**src/logic/dcc_pkg.sv**
```systemverilog
// Constants, register map and carrier types of the dual comparator control block.
// Assumes a 32-bit AXI4-Lite register bus and asynchronous analog comparator outputs.
// Summary of operation
// - Two independent comparators, indexed zero and one.
// - Bit 6 enables comparator, reset zero.
// - Disabled comparator forces result low.
// - Bit 5 inverts result, reset zero.
// - Bit 4 read-only polarity-adjusted compare result.
// - Bit 0 enables hysteresis, reset one.
// - Bits 7 and 3..1 read zero.
// - Enabled comparator disconnects input pull-highs.
// - Result can drive shared output pin.
// - Any result change sets interrupt flag.
// - Flag plus enable requests own vector.
// - Interrupt follows result bit, not pin.
// - New flag from result change wakes core from sleep.
// - Pin data reads zero or port data.
// - Enabled comparator stays active in sleep.
package dcc_pkg;
	localparam int DCC_NUM = 2;
	localparam int DCC_AW = 8;
	localparam logic [7:0] DCC_OFS_CTRL0 = 8'h00;
	localparam logic [7:0] DCC_OFS_CTRL1 = 8'h04;
	localparam logic [7:0] DCC_OFS_STAT = 8'h08;
	localparam logic [7:0] DCC_OFS_MASK = 8'h0C;
	localparam logic [7:0] DCC_OFS_FLAG = 8'h10;
	localparam logic [7:0] DCC_OFS_PIN = 8'h14;
	localparam int DCC_BIT_EN = 6;
	localparam int DCC_BIT_INV = 5;
	localparam int DCC_BIT_RES = 4;
	localparam int DCC_BIT_HYS = 0;
	localparam int DCC_BIT_IE = 9;
	localparam int DCC_BIT_OE = 10;
	localparam logic [7:0] DCC_CTRL_RST = 8'h01;
	localparam logic [7:0] DCC_CTRL_WMASK = 8'h61;
	localparam logic [1:0] DCC_RESP_OKAY = 2'h0;
	localparam logic [1:0] DCC_RESP_SLVERR = 2'h2;
	typedef struct packed {
		logic enable;
		logic invert;
		logic hysteresis;
		logic intEnable;
		logic pinOutEnable;
	} dcc_cfg_t;
	typedef enum logic [1:0] {
		DCC_WR_IDLE = 2'b00,
		DCC_WR_RESP = 2'b01
	} dcc_wr_state_t;
endpackage

```
**src/logic/dcc_top.sv**
```systemverilog
// Dual comparator control: AXI4-Lite registers, result shaping, interrupt flags and wake-up.
// Assumes comparator outputs and port registers are levels that may be sampled at any clock edge.
//
// The implementer's own choices: the AXI4-Lite register port and the placing of the registers.
`timescale 1ns/1ps
module dcc_top import dcc_pkg::*; #(
	parameter int NUM = DCC_NUM
) (
	input wire logic clk_sys,
	input wire logic arst_n,
	input wire logic [DCC_AW-1:0] s_axi_awaddr,
	input wire logic s_axi_awvalid,
	output logic s_axi_awready,
	input wire logic [31:0] s_axi_wdata,
	input wire logic [3:0] s_axi_wstrb,
	input wire logic s_axi_wvalid,
	output logic s_axi_wready,
	output logic [1:0] s_axi_bresp,
	output logic s_axi_bvalid,
	input wire logic s_axi_bready,
	input wire logic [DCC_AW-1:0] s_axi_araddr,
	input wire logic s_axi_arvalid,
	output logic s_axi_arready,
	output logic [31:0] s_axi_rdata,
	output logic [1:0] s_axi_rresp,
	output logic s_axi_rvalid,
	input wire logic s_axi_rready,
	input wire logic [NUM-1:0] rawCompare,
	input wire logic [NUM-1:0] vectorAck,
	input wire logic [NUM-1:0] portControl,
	input wire logic [NUM-1:0] portData,
	input wire logic sleepMode,
	output logic [NUM-1:0] analogEnable,
	output logic [NUM-1:0] hysteresisOn,
	output logic [NUM-1:0] pullHighDisconnect,
	output logic [NUM-1:0] pinOut,
	output logic [NUM-1:0] pinOutEn,
	output logic [NUM-1:0] pinReadData,
	output logic [NUM-1:0] vectorRequest,
	output logic wakeUp,
	output logic irq
);
	dcc_cfg_t cfg_r [NUM];
	dcc_cfg_t cfg_nxt [NUM];
	logic [NUM-1:0] sync1_r, sync2_r, result_r, result_nxt;
	logic [NUM-1:0] flag_r, flag_nxt, stat_r, stat_nxt, mask_r, mask_nxt;
	logic [NUM-1:0] change;
	dcc_wr_state_t wrState_r, wrState_nxt;
	logic awHeld_r, awHeld_nxt, wHeld_r, wHeld_nxt;
	logic [DCC_AW-1:0] awAddr_r, awAddr_nxt;
	logic [31:0] wData_r, wData_nxt;
	logic wStrb0_r, wStrb0_nxt;
	logic [1:0] bresp_r, bresp_nxt;
	logic rvalid_r, rvalid_nxt;
	logic [31:0] rdata_r, rdata_nxt;
	logic [1:0] rresp_r, rresp_nxt;
	logic doWrite, doRead;

	// Byte view of one control register; unimplemented bits always read zero.
	function automatic logic [7:0] ctrlByte(input dcc_cfg_t c, input logic res);
		logic [7:0] b;
		b = 8'h00;
		b[DCC_BIT_EN] = c.enable;
		b[DCC_BIT_INV] = c.invert;
		b[DCC_BIT_RES] = res;
		b[DCC_BIT_HYS] = c.hysteresis;
		return b;
	endfunction

	function automatic logic isMapped(input logic [DCC_AW-1:0] a);
		return a == DCC_OFS_CTRL0 || a == DCC_OFS_CTRL1 || a == DCC_OFS_STAT ||
			a == DCC_OFS_MASK || a == DCC_OFS_FLAG || a == DCC_OFS_PIN;
	endfunction

	always_ff @(posedge clk_sys or negedge arst_n) begin
		if (!arst_n) begin
			sync1_r <= '0;
			sync2_r <= '0;
		end else begin
			sync1_r <= rawCompare;
			sync2_r <= sync1_r;
		end
	end

	// Write channel: address and data may arrive in either order; response follows both.
	assign s_axi_awready = (wrState_r == DCC_WR_IDLE) && !awHeld_r;
	assign s_axi_wready = (wrState_r == DCC_WR_IDLE) && !wHeld_r;
	assign doWrite = (wrState_r == DCC_WR_IDLE) && (awHeld_r || s_axi_awvalid) && (wHeld_r || s_axi_wvalid);
	assign s_axi_bvalid = (wrState_r == DCC_WR_RESP);
	assign s_axi_bresp = bresp_r;
	assign s_axi_arready = !rvalid_r;
	assign s_axi_rvalid = rvalid_r;
	assign s_axi_rdata = rdata_r;
	assign s_axi_rresp = rresp_r;
	assign doRead = s_axi_arvalid && !rvalid_r;

	logic [DCC_AW-1:0] wAddr;
	logic [31:0] wData;
	logic wStrb0;
	always_comb begin
		wAddr = awHeld_r ? awAddr_r : s_axi_awaddr;
		wData = wHeld_r ? wData_r : s_axi_wdata;
		wStrb0 = wHeld_r ? wStrb0_r : s_axi_wstrb[0];
		wrState_nxt = wrState_r;
		awHeld_nxt = awHeld_r;
		wHeld_nxt = wHeld_r;
		awAddr_nxt = awAddr_r;
		wData_nxt = wData_r;
		wStrb0_nxt = wStrb0_r;
		bresp_nxt = bresp_r;
		case (wrState_r)
			DCC_WR_IDLE: begin
				if (doWrite) begin
					awHeld_nxt = 1'b0;
					wHeld_nxt = 1'b0;
					bresp_nxt = isMapped(wAddr) ? DCC_RESP_OKAY : DCC_RESP_SLVERR;
					wrState_nxt = DCC_WR_RESP;
				end else begin
					if (s_axi_awvalid && !awHeld_r) begin
						awHeld_nxt = 1'b1;
						awAddr_nxt = s_axi_awaddr;
					end
					if (s_axi_wvalid && !wHeld_r) begin
						wHeld_nxt = 1'b1;
						wData_nxt = s_axi_wdata;
						wStrb0_nxt = s_axi_wstrb[0];
					end
				end
			end
			DCC_WR_RESP: begin
				if (s_axi_bready) begin
					wrState_nxt = DCC_WR_IDLE;
				end
			end
			default: wrState_nxt = DCC_WR_IDLE;
		endcase
	end

	always_ff @(posedge clk_sys or negedge arst_n) begin
		if (!arst_n) begin
			wrState_r <= DCC_WR_IDLE;
			awHeld_r <= 1'b0;
			wHeld_r <= 1'b0;
			awAddr_r <= '0;
			wData_r <= '0;
			wStrb0_r <= 1'b0;
			bresp_r <= DCC_RESP_OKAY;
		end else begin
			wrState_r <= wrState_nxt;
			awHeld_r <= awHeld_nxt;
			wHeld_r <= wHeld_nxt;
			awAddr_r <= awAddr_nxt;
			wData_r <= wData_nxt;
			wStrb0_r <= wStrb0_nxt;
			bresp_r <= bresp_nxt;
		end
	end

	// Configuration, result, flags, status and mask.
	always_comb begin
		for (int i = 0; i < NUM; i++) begin
			cfg_nxt[i] = cfg_r[i];
			result_nxt[i] = cfg_r[i].enable & (sync2_r[i] ^ cfg_r[i].invert);
		end
		// edges of the internal result bit
		change = result_nxt ^ result_r;
		mask_nxt = mask_r;
		flag_nxt = flag_r;
		stat_nxt = stat_r;
		if (doWrite && wStrb0) begin
			for (int i = 0; i < NUM; i++) begin
				if (wAddr == (i == 0 ? DCC_OFS_CTRL0 : DCC_OFS_CTRL1)) begin
					cfg_nxt[i].enable = wData[DCC_BIT_EN];
					cfg_nxt[i].invert = wData[DCC_BIT_INV];
					cfg_nxt[i].hysteresis = wData[DCC_BIT_HYS];
					cfg_nxt[i].intEnable = wData[DCC_BIT_IE];
					cfg_nxt[i].pinOutEnable = wData[DCC_BIT_OE];
				end
			end
			if (wAddr == DCC_OFS_MASK) begin
				mask_nxt = wData[NUM-1:0];
			end
			if (wAddr == DCC_OFS_FLAG) begin
				flag_nxt = wData[NUM-1:0];
			end
		end
		flag_nxt = flag_nxt & ~vectorAck;
		if (doRead && s_axi_araddr == DCC_OFS_STAT) begin
			stat_nxt = '0;
		end
		// set on either edge, winning over any clear
		flag_nxt = flag_nxt | change;
		stat_nxt = stat_nxt | change;
	end

	always_ff @(posedge clk_sys or negedge arst_n) begin
		if (!arst_n) begin
			for (int i = 0; i < NUM; i++) begin
				cfg_r[i] <= '{enable: DCC_CTRL_RST[DCC_BIT_EN], invert: DCC_CTRL_RST[DCC_BIT_INV],
					hysteresis: DCC_CTRL_RST[DCC_BIT_HYS], intEnable: 1'b0, pinOutEnable: 1'b0};
			end
			result_r <= '0;
			flag_r <= '0;
			stat_r <= '0;
			mask_r <= '0;
		end else begin
			for (int i = 0; i < NUM; i++) begin
				cfg_r[i] <= cfg_nxt[i];
			end
			result_r <= result_nxt;
			flag_r <= flag_nxt;
			stat_r <= stat_nxt;
			mask_r <= mask_nxt;
		end
	end

	// Read channel: one registered answer a cycle after the address is taken.
	always_comb begin
		rvalid_nxt = rvalid_r;
		rdata_nxt = rdata_r;
		rresp_nxt = rresp_r;
		if (rvalid_r && s_axi_rready) begin
			rvalid_nxt = 1'b0;
		end
		if (doRead) begin
			rvalid_nxt = 1'b1;
			rresp_nxt = isMapped(s_axi_araddr) ? DCC_RESP_OKAY : DCC_RESP_SLVERR;
			rdata_nxt = '0;
			case (s_axi_araddr)
				DCC_OFS_CTRL0: rdata_nxt = {16'h0000, 5'h00, cfg_r[0].pinOutEnable, cfg_r[0].intEnable, 1'b0,
					ctrlByte(cfg_r[0], result_r[0])};
				DCC_OFS_CTRL1: rdata_nxt = {16'h0000, 5'h00, cfg_r[1].pinOutEnable, cfg_r[1].intEnable, 1'b0,
					ctrlByte(cfg_r[1], result_r[1])};
				DCC_OFS_STAT: rdata_nxt[NUM-1:0] = stat_r;
				DCC_OFS_MASK: rdata_nxt[NUM-1:0] = mask_r;
				DCC_OFS_FLAG: rdata_nxt[NUM-1:0] = flag_r;
				DCC_OFS_PIN: rdata_nxt[NUM-1:0] = pinReadData;
				default: rdata_nxt = '0;
			endcase
		end
	end

	always_ff @(posedge clk_sys or negedge arst_n) begin
		if (!arst_n) begin
			rvalid_r <= 1'b0;
			rdata_r <= '0;
			rresp_r <= DCC_RESP_OKAY;
		end else begin
			rvalid_r <= rvalid_nxt;
			rdata_r <= rdata_nxt;
			rresp_r <= rresp_nxt;
		end
	end

	// Pin and interrupt side outputs, one comparator per generate slice.
	logic [NUM-1:0] wakeEach;
	for (genvar g = 0; g < NUM; g++) begin : gSlice
		assign analogEnable[g] = cfg_r[g].enable;
		assign hysteresisOn[g] = cfg_r[g].hysteresis;
		assign pullHighDisconnect[g] = cfg_r[g].enable;
		assign pinOut[g] = result_r[g];
		assign pinOutEn[g] = cfg_r[g].enable & cfg_r[g].pinOutEnable;
		assign pinReadData[g] = cfg_r[g].enable ? (portControl[g] ? 1'b0 : portData[g]) : portData[g];
		assign vectorRequest[g] = flag_r[g] & cfg_r[g].intEnable;
		// wake on new flag in sleep
		assign wakeEach[g] = sleepMode & cfg_r[g].enable & change[g] & ~flag_r[g];
	end
	assign wakeUp = |wakeEach;
	assign irq = |(stat_r & mask_r);
endmodule

```
**config.mk**
```make
export PLATFORM = sky130hd
export DESIGN_NAME = dcc_top
export DESIGN_NICKNAME = d
export VERILOG_FILES = /design/src/logic/dcc_pkg.sv /design/src/logic/dcc_top.sv
export SDC_FILE = /design/constraint.sdc
export NUM_CORES = 1
export LEC_CHECK = 0
export BUFFER_PORTS_ARGS = -buffer_cell sky130_fd_sc_hd__buf_2
export CAP_MARGIN = 25
export CORE_ASPECT_RATIO = 0.7
export CORE_UTILIZATION = 46
export DETAILED_ROUTE_END_ITERATION = 16
export GPL_TIMING_DRIVEN = 0
export PLACE_DENSITY = 0.91
export SYNTH_ARGS = -nofsm -noshare
export SYNTH_HDL_FRONTEND = slang
export SYNTH_SLANG_ARGS = --single-unit
```
**constraint.sdc**
```tcl
create_clock -name clk_sys -period 2.3 [get_ports clk_sys]
set_clock_uncertainty 0.05 [all_clocks]
set_input_delay 0 -clock clk_sys [delete_from_list [all_inputs] [get_ports clk_sys]]
set_output_delay 0 -clock clk_sys [all_outputs]
set_load 0.01 [all_outputs]
```
==> results of run 1 <==
sequential cells by signal, summed over array words and instances, names as in the netlist, 2 cells and up:
| signal | cells |
|---|---|
| hysteresisOn | 2 |
| s_axi_rdata | 7 |
| flag_r | 2 |
| analogEnable | 2 |
| stat_r | 2 |
| cfg_r | 6 |
| pinOut | 2 |
| sync1_r | 2 |
| sync2_r | 2 |
| awAddr_r | 8 |
| mask_r | 2 |
| wData_r | 6 |
logic make-up (layout without fill, tap and decap cells):
family          Yosys count  count (layout)
mux                      43              43
xor+xnor                  2               2
other cells               1              27
buf+inv                  51             151
simple gates             47              47
flops                    50              50
compound gates           39              39
stage by stage:
stage / util (%) / setup WS (ns) / area [µm²] / cells / total power [mW]
final: 65.3 / 0.0956 / 3490 / 431 / 2.75
after global routing: 65.3 / -0.00277 / 3490 / 431 / 2.93
after CTS: 65.2 / 0.0126 / 3480 / 431 / 2.74
after detailed placement: 59.0 / -0.0244 / 3150 / 400 / 2.17
after global placement: 58.6 / 0.0374 / 3130 / 399 / 2.12
after floorplan: - / 0.259 / 2700 / 259 / 1.90
repair_timing:
| item | CTS | global route |
|---|---|---|
| resized for setup | 1 | 1 |
| setup buffers | 0 | 1 |
| hold endpoints to repair | 71 | 0 |
| hold buffers | 23 | 0 |
| endpoints found under the setup margin | 4 | 9 |
layer usage:
metal,wire (µm),vias up
li1,-,1009
met1,2550,1033
met2,3020,67
met3,318,14
met4,156,0
met5,0,-
cell type report:
class	instances	share of cell area (%)
timing repair buffer	93	17.2
clock inverter	1	0.144
inverter	13	1.40
multi-input combinational	158	32.7
tap	72	2.58
buffer	37	7.57
sequential	50	36.0
clock buffer	7	2.48
layout by cell type, fill, tap and decap left out, types with 2 or more instances in the layout:
cell,instances
mux2_2,32
buf_4,34
a41o_1,2
dfstp_2,2
o22ai_1,2
and2_1,4
a211o_1,2
or3_1,2
inv_1,13
buf_2,69
clkbuf_1,3
nand3_1,2
nor3b_1,2
o32ai_1,3
dlygate4sd3_1,23
a21boi_0,4
clkbuf_8,6
nand2_1,10
dfrtp_1,48
a21oi_1,3
o21bai_1,2
a31oi_1,3
o21ai_0,10
a22o_1,3
nor2_1,11
nor3_1,2
mux2i_1,10
nand2b_1,4
conb_1,27
worst max-delay path, stage by stage, from the launching register on:
cell and delay (ns):
dfrtp_1 0.39, nand2b_1 0.14, clkbuf_1 0.22, or3_1 0.44, or4b_1 0.54, a211o_1 0.32
final timing paths:
path	end	cells past startpoint	startpoint	slack [ns]
worst max-delay path	stat_r[1]	5	s_axi_rvalid	0.1
worst min-delay path	awHeld_r	3	s_axi_awvalid	0.01
worst max register to register	stat_r[1]	5	s_axi_rvalid	0.1
worst min register to register	sync2_r[0]	0	sync1_r[0]	0.32
max in group asynchronous	hysteresisOn[0]	3	arst_n	1.61
min in group asynchronous	cfg_r[5]	2	arst_n	0.04
where the power goes:
group | leakage, nW | internal [mW] | switching (mW)
clock network | 0.0482 | 0.243 | 0.285
registers | 0.626 | 1.11 | 0.162
logic | 1.15 | 0.492 | 0.461
==> out/results.tsv, run 1 <==
metric	value	unit
synthMuxAreaShare	18.5	%
period_minus_slack	2.20	ns
startpoint_type	register	
use_met1	27.2	%
ys_top_cells_by_count	48 x dfrtp_1, 33 x buf_4, 32 x mux2_2, 13 x inv_1, 11 x nor2_1	
n_fill_cell	412	
cts_made_buffers	5	
synth_compound_gate_area_share	10.5	%
num_vias	2123	
root_buffer	clkbuf_8	
grt_pass1_wl	9.79	mm
htree_levels	2	
ys_warn_count	0	
syn_to_final_growth	33.9	%
firstDrtPassIters	6	
drv_slew	0	
path_max_fanout	10	
clkTransAtPathRegs	0.09	ns
crit_path_end_kind	register	
async_flop_share	100	%
ir_worst_vdd	0.510	mV
holdWs	0.0107	ns
std_cell_rows	22	
wirelength	6.04	mm
worst-slew-pin-transition	0.642	ns
grt_usage	21.5	%
fmax	454	MHz
tritoncts	yes	
cts_buffer_depth	2	
via_per_inst	4.93	
clock_sinks	50	
setup_viol	0	
yosysMostFrequentCell	dfrtp_1	
gr-usage-met2	36.4	%
die-width	91.9	µm
p_leak	1.82	nW
nNetsFinal	426	
max-slew-margin-rel	57.1	%
antenna_found_initial	0	
dieArea	0.00597	mm²
ant_nets	0	
ys_seq_elements	50	
busiest_layer	met2	
synth_area_leader_cell	dfrtp_1	
ys_seq_area_share	48.1	%
hpwl	4.28	mm
arrival	2.35	ns
multi_input_area	0.00114	mm²
globalplace.congestion	0.747	
status	finished, final reports clean	
power.density	788	mW/mm²
synth_area	0.00260	mm²
synth_ff_type	dfrtp_1	
synth_xor_area_share	0.673	%
first_global_vias	2030	
synth.avg_cell_area	11.2	µm²
drcViolationCount	0	
start_util	48.8	%
synthAdderAreaFrac	0	%
netlist_top_cells_area	dfrtp_1 46%, mux2_2 14%, buf_4 9.5%, mux2i_1 3.8%, dfstp_2 2.0%	
required	2.45	ns
post-route-period-util	95.8	%
yosys.area_share.simple	9.85	%
ff_latch_area	0.00125	mm²
clk_latency	0.31	ns
drt_iter0_markers	192	
synth_top_family_by_area	multiplexers	
grt_max_degree	42	
netlist.area_leader.share	46.1	%
hp-class	in -> reg	
drt-wirelength-per-cell	14.0	µm
synth.distinct_cells	46	
tns	0	ns
maxCapViolations	0	
core-area	0.00534	mm²
synth_edf_count	0	
port_buffers	68	
synthCells	233	
grt_overflow_total	0	
die_h	64.9	µm
hold_viol_final	0	
ios	125	
drive_gt1_share	41.8	%
grt.met3_usage	5.52	%
worst-setup-path-type	reg -> reg	
diodes	0	
Power figures use the tool's default switching activity.
==> inputs of run 2 (changes only) <==
--- a/config.mk
+++ b/config.mk
@@ -7,11 +7,15 @@
 export LEC_CHECK = 0
 export BUFFER_PORTS_ARGS = -buffer_cell sky130_fd_sc_hd__buf_2
 export CAP_MARGIN = 25
+export CELL_PAD_IN_SITES_DETAIL_PLACEMENT = 0
+export CELL_PAD_IN_SITES_GLOBAL_PLACEMENT = 1
 export CORE_ASPECT_RATIO = 0.7
-export CORE_UTILIZATION = 46
+export CORE_UTILIZATION = 34
+export CTS_CLUSTER_SIZE = 40
 export DETAILED_ROUTE_END_ITERATION = 16
 export GPL_TIMING_DRIVEN = 0
-export PLACE_DENSITY = 0.91
+export PLACE_DENSITY = 0.9
+export REMOVE_ABC_BUFFERS = 1
 export SYNTH_ARGS = -nofsm -noshare
 export SYNTH_HDL_FRONTEND = slang
 export SYNTH_SLANG_ARGS = --single-unit
==> out/results.tsv, run 2 (synthesis gave the netlist of run 1 again) <==
metric	value	unit	change
crit_path_end_kind	register		
cts_setup_buffers	0		unchanged
htree_levels	2		unchanged
path_buf_inv	0		-1
arrival	2.32	ns	-0.03 ns
maxCapViolations	0		unchanged
max_stage_delay	0.54	ns	about the same
cts_made_buffers	5		unchanged
post-route-period-util	93.9	%	-1.9 points
rsz0062_at_grt	false		
port_buffers	68		unchanged
grt_usage	14.6	%	-7.0 points
r2r_start	s_axi_rvalid		
largest_register	awAddr_r		
hpwl	4.23	mm	-1.2%
drv_slew	0		unchanged
first_global_vias	1793		-12%
final_cell_mix	68 x buf_2, 46 x dfrtp_1, 32 x mux2_2		
wirelength	5.52	mm	-8.6%
ios	125		unchanged
p_total	2.66	mW	-3.3%
diodes	0		unchanged
tritoncts	yes		
ir_worst_vdd	0.311	mV	-39%
required	2.46	ns	about the same
dieArea	0.00802	mm²	+34%
dp_slack	-0.120	ns	-0.0954 ns
fmax	463	MHz	+2.1%
cp_slowest_cell	or4b_1		
clock_sinks	50		unchanged
grt_overflow_total	0		unchanged
path_delay_family	simple AND/OR/NAND/NOR gates		
utilization	44.3	%	-21 points
die_h	75.2	µm	+16%
clkTransAtPathRegs	0.09	ns	about the same
std_cell_rows	26		+18%
drive_gt1_share	36.6	%	-5.1 points
num_vias	1960		-7.7%
grt_pass1_wl	8.88	mm	-9.3%
cts_buffer_depth	2		unchanged
crit_cells	4		-1
endpoint	stat_r[1]		
drt_iter0_markers	80		-58%
finalNonFillerCells	420		-2.6%
root_buffer	clkbuf_8		
start_util	35.4	%	-13 points
p_leak	1.63	nW	-11%
timing.rr.end	stat_r[1]		
fin_ws	0.140	ns	+0.0445 ns
placed_cells	388		-3.0%
max-slew-margin-rel	65.1	%	+8.0 points
rr_worst_depth	4		-1
worst-setup-path-type	reg -> reg		
ant_nets	0		unchanged
worst-slew-pin-transition	0.522	ns	-0.119 ns
layout_commonest_cell	buf_2		
hp-class	in -> reg		
antenna_found_initial	0		unchanged
globalplace.congestion	0.778		+4.3%
die-width	107	µm	+16%
firstDrtPassIters	4		-2
power.density	815	mW/mm²	+3.5%
drcViolationCount	0		unchanged
n_fill_cell	717		+74%
clk_latency	0.31	ns	about the same
setup_viol	0		unchanged
syn_to_final_growth	25.2	%	
startpoint_type	register		
path_max_fanout	10		unchanged
r2r_slack	0.14	ns	+0.04 ns
largest_reg_flops	8		unchanged
core-area	0.00735	mm²	+38%
startpoint	s_axi_rvalid		
grt_max_degree	42		unchanged
nNetsFinal	389		-8.7%
drt-wirelength-per-cell	13.1	µm	-6.2%
via_per_inst	4.67		-5.3%
whs_path_depth	3		unchanged
worstPathCellList	nand2b_1, or3_1, or4b_1, a211o_1		
status	finished, final reports clean		
hold_viol_final	0		unchanged
period_minus_slack	2.16	ns	-0.0445 ns
run 2: worst register-to-register path, stage by stage, from the launching register on:
cell	delay (ns)
dfrtp_1	0.39
nand2b_1	0.30
or3_1	0.45
or4b_1	0.54
a211o_1	0.32
run 2: area by class of cell:
class / instances / area, µm² / share of cell area [%]
Sequential cell: 50 / 1260 / 38.5
Multi-Input combinational cell: 158 / 1140 / 35.0
Timing Repair Buffer: 93 / 601 / 18.4
Tap cell: 98 / 123 / 3.76
Clock buffer: 5 / 68.8 / 2.11
Inverter: 13 / 48.8 / 1.50
Clock inverter: 3 / 21.3 / 0.653
run 2: how the worst min path moves through the flow:
stage                    start         endpoint  slack (ns)
2_1_floorplan           arst_n  analogEnable[0]       -0.35
3_3_place_gp     rawCompare[1]       sync1_r[1]        0.06
3_5_place_dp            arst_n      awAddr_r[7]       -0.16
4_1_cts        s_axi_araddr[4]   s_axi_rresp[1]        0.02
5_1_grt                 arst_n   s_axi_rdata[0]        0.05
6_report       s_axi_araddr[4]   s_axi_rresp[1]        0.02
run 2: repair_timing:
| item | CTS | global route |
|---|---|---|
| hold buffers | 24 | 0 |
| gates cloned | 0 | 0 |
| hold endpoints to repair | 71 | 0 |
| resized for setup | 1 | 3 |
| endpoints found under the setup margin | 5 | 5 |
run 2: metal layers:
metal | track usage [%] | share of wire (%) | up-vias
li1 | - | - | 934
met3 | 3.72 | 5.5 | 5
met1 | 19.7 | 47 | 966
met4 | 5.02 | 1.1 | 0
met2 | 23.0 | 46 | 55
met5 | 0 | 0 | -
run 2: power breakdown:
part / internal [mW] / leakage (nW) / total, mW / switching, mW
sequential: 1.11 / 0.623 / 1.32 / 0.207
combinational: 0.437 / 0.960 / 0.819 / 0.382
clock: 0.214 / 0.0441 / 0.523 / 0.309
total: 1.76 / 1.63 / 2.66 / 0.898
run 2: stage by stage:
stage | hold slack (ns) | cell area [µm²] | setup TNS (ns)
3_5_place_dp | -0.160 | 2920 | -0.554
3_3_place_gp | 0.0604 | 2900 | -0.326
4_1_cts | 0.0185 | 3250 | 0
6_report | 0.0226 | 3260 | 0
5_1_grt | 0.0517 | 3260 | 0
2_1_floorplan | -0.346 | 2430 | 0
==> inputs of run 3 (changes only) <==
==> constraint.sdc (replaced) <==
create_clock -name clk_sys -period 2.2 [get_ports clk_sys]
set_clock_uncertainty 0.05 [all_clocks]
set_input_delay 0 -clock clk_sys [delete_from_list [all_inputs] [get_ports clk_sys]]
set_output_delay 0 -clock clk_sys [all_outputs]
set_load 0.01 [all_outputs]
==> out/results.tsv, run 3 (synthesis gave the netlist of run 1 again) <==
metric	value	unit	change
status	finished, final reports clean		
tns	0	ns	unchanged
post-route-period-util	95.0	%	+1.0 points
grt_overflow_total	0		unchanged
arrival	2.24	ns	-0.08 ns
diodes	0		unchanged
drive_gt1_share	37.7	%	+1.1 points
power.density	855	mW/mm²	+4.9%
drt_iter0_markers	80		unchanged
clk_latency	0.31	ns	about the same
grt_max_degree	42		unchanged
tritoncts	yes		
ant_nets	0		unchanged
std_cell_rows	26		unchanged
ff_latch_area	0.00126	mm²	unchanged
die-width	107	µm	unchanged
wirelength	5.52	mm	about the same
first_global_vias	1805		+0.67%
required	2.36	ns	-0.10 ns
final_cell_mix	68 x buf_2, 46 x dfrtp_1, 32 x mux2_2		
min-delay-start	s_axi_arvalid		
grt_pass1_wl	8.91	mm	+0.38%
hp-class	in -> reg		
syn_to_final_growth	26.4	%	
via_per_inst	4.62		-0.94%
port_buffers	68		unchanged
layout_commonest_cell	buf_2		
htree_levels	2		unchanged
hpwl	4.23	mm	unchanged
finalNonFillerCells	424		+0.95%
nNetsFinal	393		+1.0%
dieArea	0.00802	mm²	unchanged
p_leak	1.65	nW	+1.2%
clkTransAtPathRegs	0.09	ns	about the same
timing.rr.end	stat_r[1]		
p_total	2.82	mW	+5.9%
maxCapViolations	0		unchanged
r2r_start	s_axi_rvalid		
worst-slew-pin-transition	0.522	ns	-0.0000835 ns
drcViolationCount	0		unchanged
firstDrtPassIters	4		unchanged
whs_path_depth	3		unchanged
whs_endpoint	s_axi_rvalid		
drv_slew	0		unchanged
globalplace.congestion	0.778		unchanged
ios	125		unchanged
num_vias	1960		unchanged
grt_usage	14.6	%	+0.038 points
die_h	75.2	µm	unchanged
core-area	0.00735	mm²	unchanged
path_max_fanout	10		unchanged
holdWs	0.000956	ns	-0.0216 ns
startpoint_type	register		
clock_sinks	50		unchanged
cts_made_buffers	5		unchanged
utilization	44.8	%	+0.44 points
fmax	479	MHz	+3.4%
worst-setup-path-type	reg -> reg		
crit_path_end_kind	register		
hold_viol_final	0		unchanged
rr_worst_depth	4		unchanged
setup_viol	0		unchanged
r2r_slack	0.11	ns	-0.03 ns
max-slew-margin-rel	65.1	%	about the same
n_fill_cell	708		-1.3%
antenna_found_initial	0		unchanged
drt-wirelength-per-cell	13.0	µm	-0.85%
cts_buffer_depth	2		unchanged
multi_input_area	0.00114	mm²	+0.22%
start_util	35.4	%	unchanged
period_minus_slack	2.09	ns	-0.0709 ns
root_buffer	clkbuf_8		
placed_cells	388		unchanged
rsz0062_at_grt	false		
ir_worst_vdd	0.326	mV	+5.0%
largest_reg_flops	8		unchanged
largest_register	awAddr_r		
[run 3: cell types whose count changed in the layout (fill, tap and decap cells not counted), sizes merged]
cell,change
buf,+4
[run 3: report_power, final]
part / internal (mW) / leakage (nW) / switching [mW]
combinational: 0.487 / 0.980 / 0.425
clock: 0.224 / 0.0441 / 0.318
sequential: 1.16 / 0.623 / 0.202
[run 3: area by class of cell]
type	count	share of cell area [%]
sequential	50	38.2
tap	98	3.72
multi-input combinational	158	34.7
clock buffer	5	2.09
timing repair buffer	97	19.2
clock inverter	3	0.646
inverter	13	1.48
[run 3: worst max path at each step]
| stage | from | to | slack, ns | cells past startpoint |
|---|---|---|---|---|
| floorplan | awHeld_r | analogEnable[0] | 0.11 | 4 |
| global placement | awHeld_r | cfg_r[5] | -0.18 | 4 |
| detailed placement | awHeld_r | cfg_r[8] | -0.22 | 4 |
| CTS | s_axi_rvalid | stat_r[1] | 0.03 | 4 |
| global route | s_axi_rvalid | stat_r[1] | 0.04 | 4 |
| finish | s_axi_rvalid | stat_r[1] | 0.11 | 4 |
[run 3: stage by stage]
| step | cell area [µm²] | setup WS, ns |
|---|---|---|
| after floorplan | 2430 | 0.109 |
| after global placement | 2900 | -0.175 |
| after detailed placement | 2920 | -0.220 |
| after CTS | 3260 | 0.0260 |
| after global routing | 3290 | 0.0428 |
| final | 3290 | 0.111 |
[run 3: critical path, cell delays in order, from the launching register on]
cell	delay [ns]
dfrtp_1	0.39
nand2b_2	0.27
or3_1	0.41
or4b_1	0.54
a211o_1	0.32
[run 3: what timing repair did]
item / 4_1_cts / 5_1_grt
buffers inserted: 0 / 4
hold endpoints to repair: 71 / 0
hold buffers: 24 / 0
endpoints found under the setup margin: 6 / 11
gates resized for setup: 3 / 2
[run 3: metal layers]
layer / track usage [%] / vias to the layer above / part of all wire (%)
li1: - / 942 / -
met1: 19.7 / 963 / 48
met2: 23.2 / 50 / 46
met3: 3.72 / 5 / 5.3
met4: 5.02 / 0 / 1.1
met5: 0 / - / 0
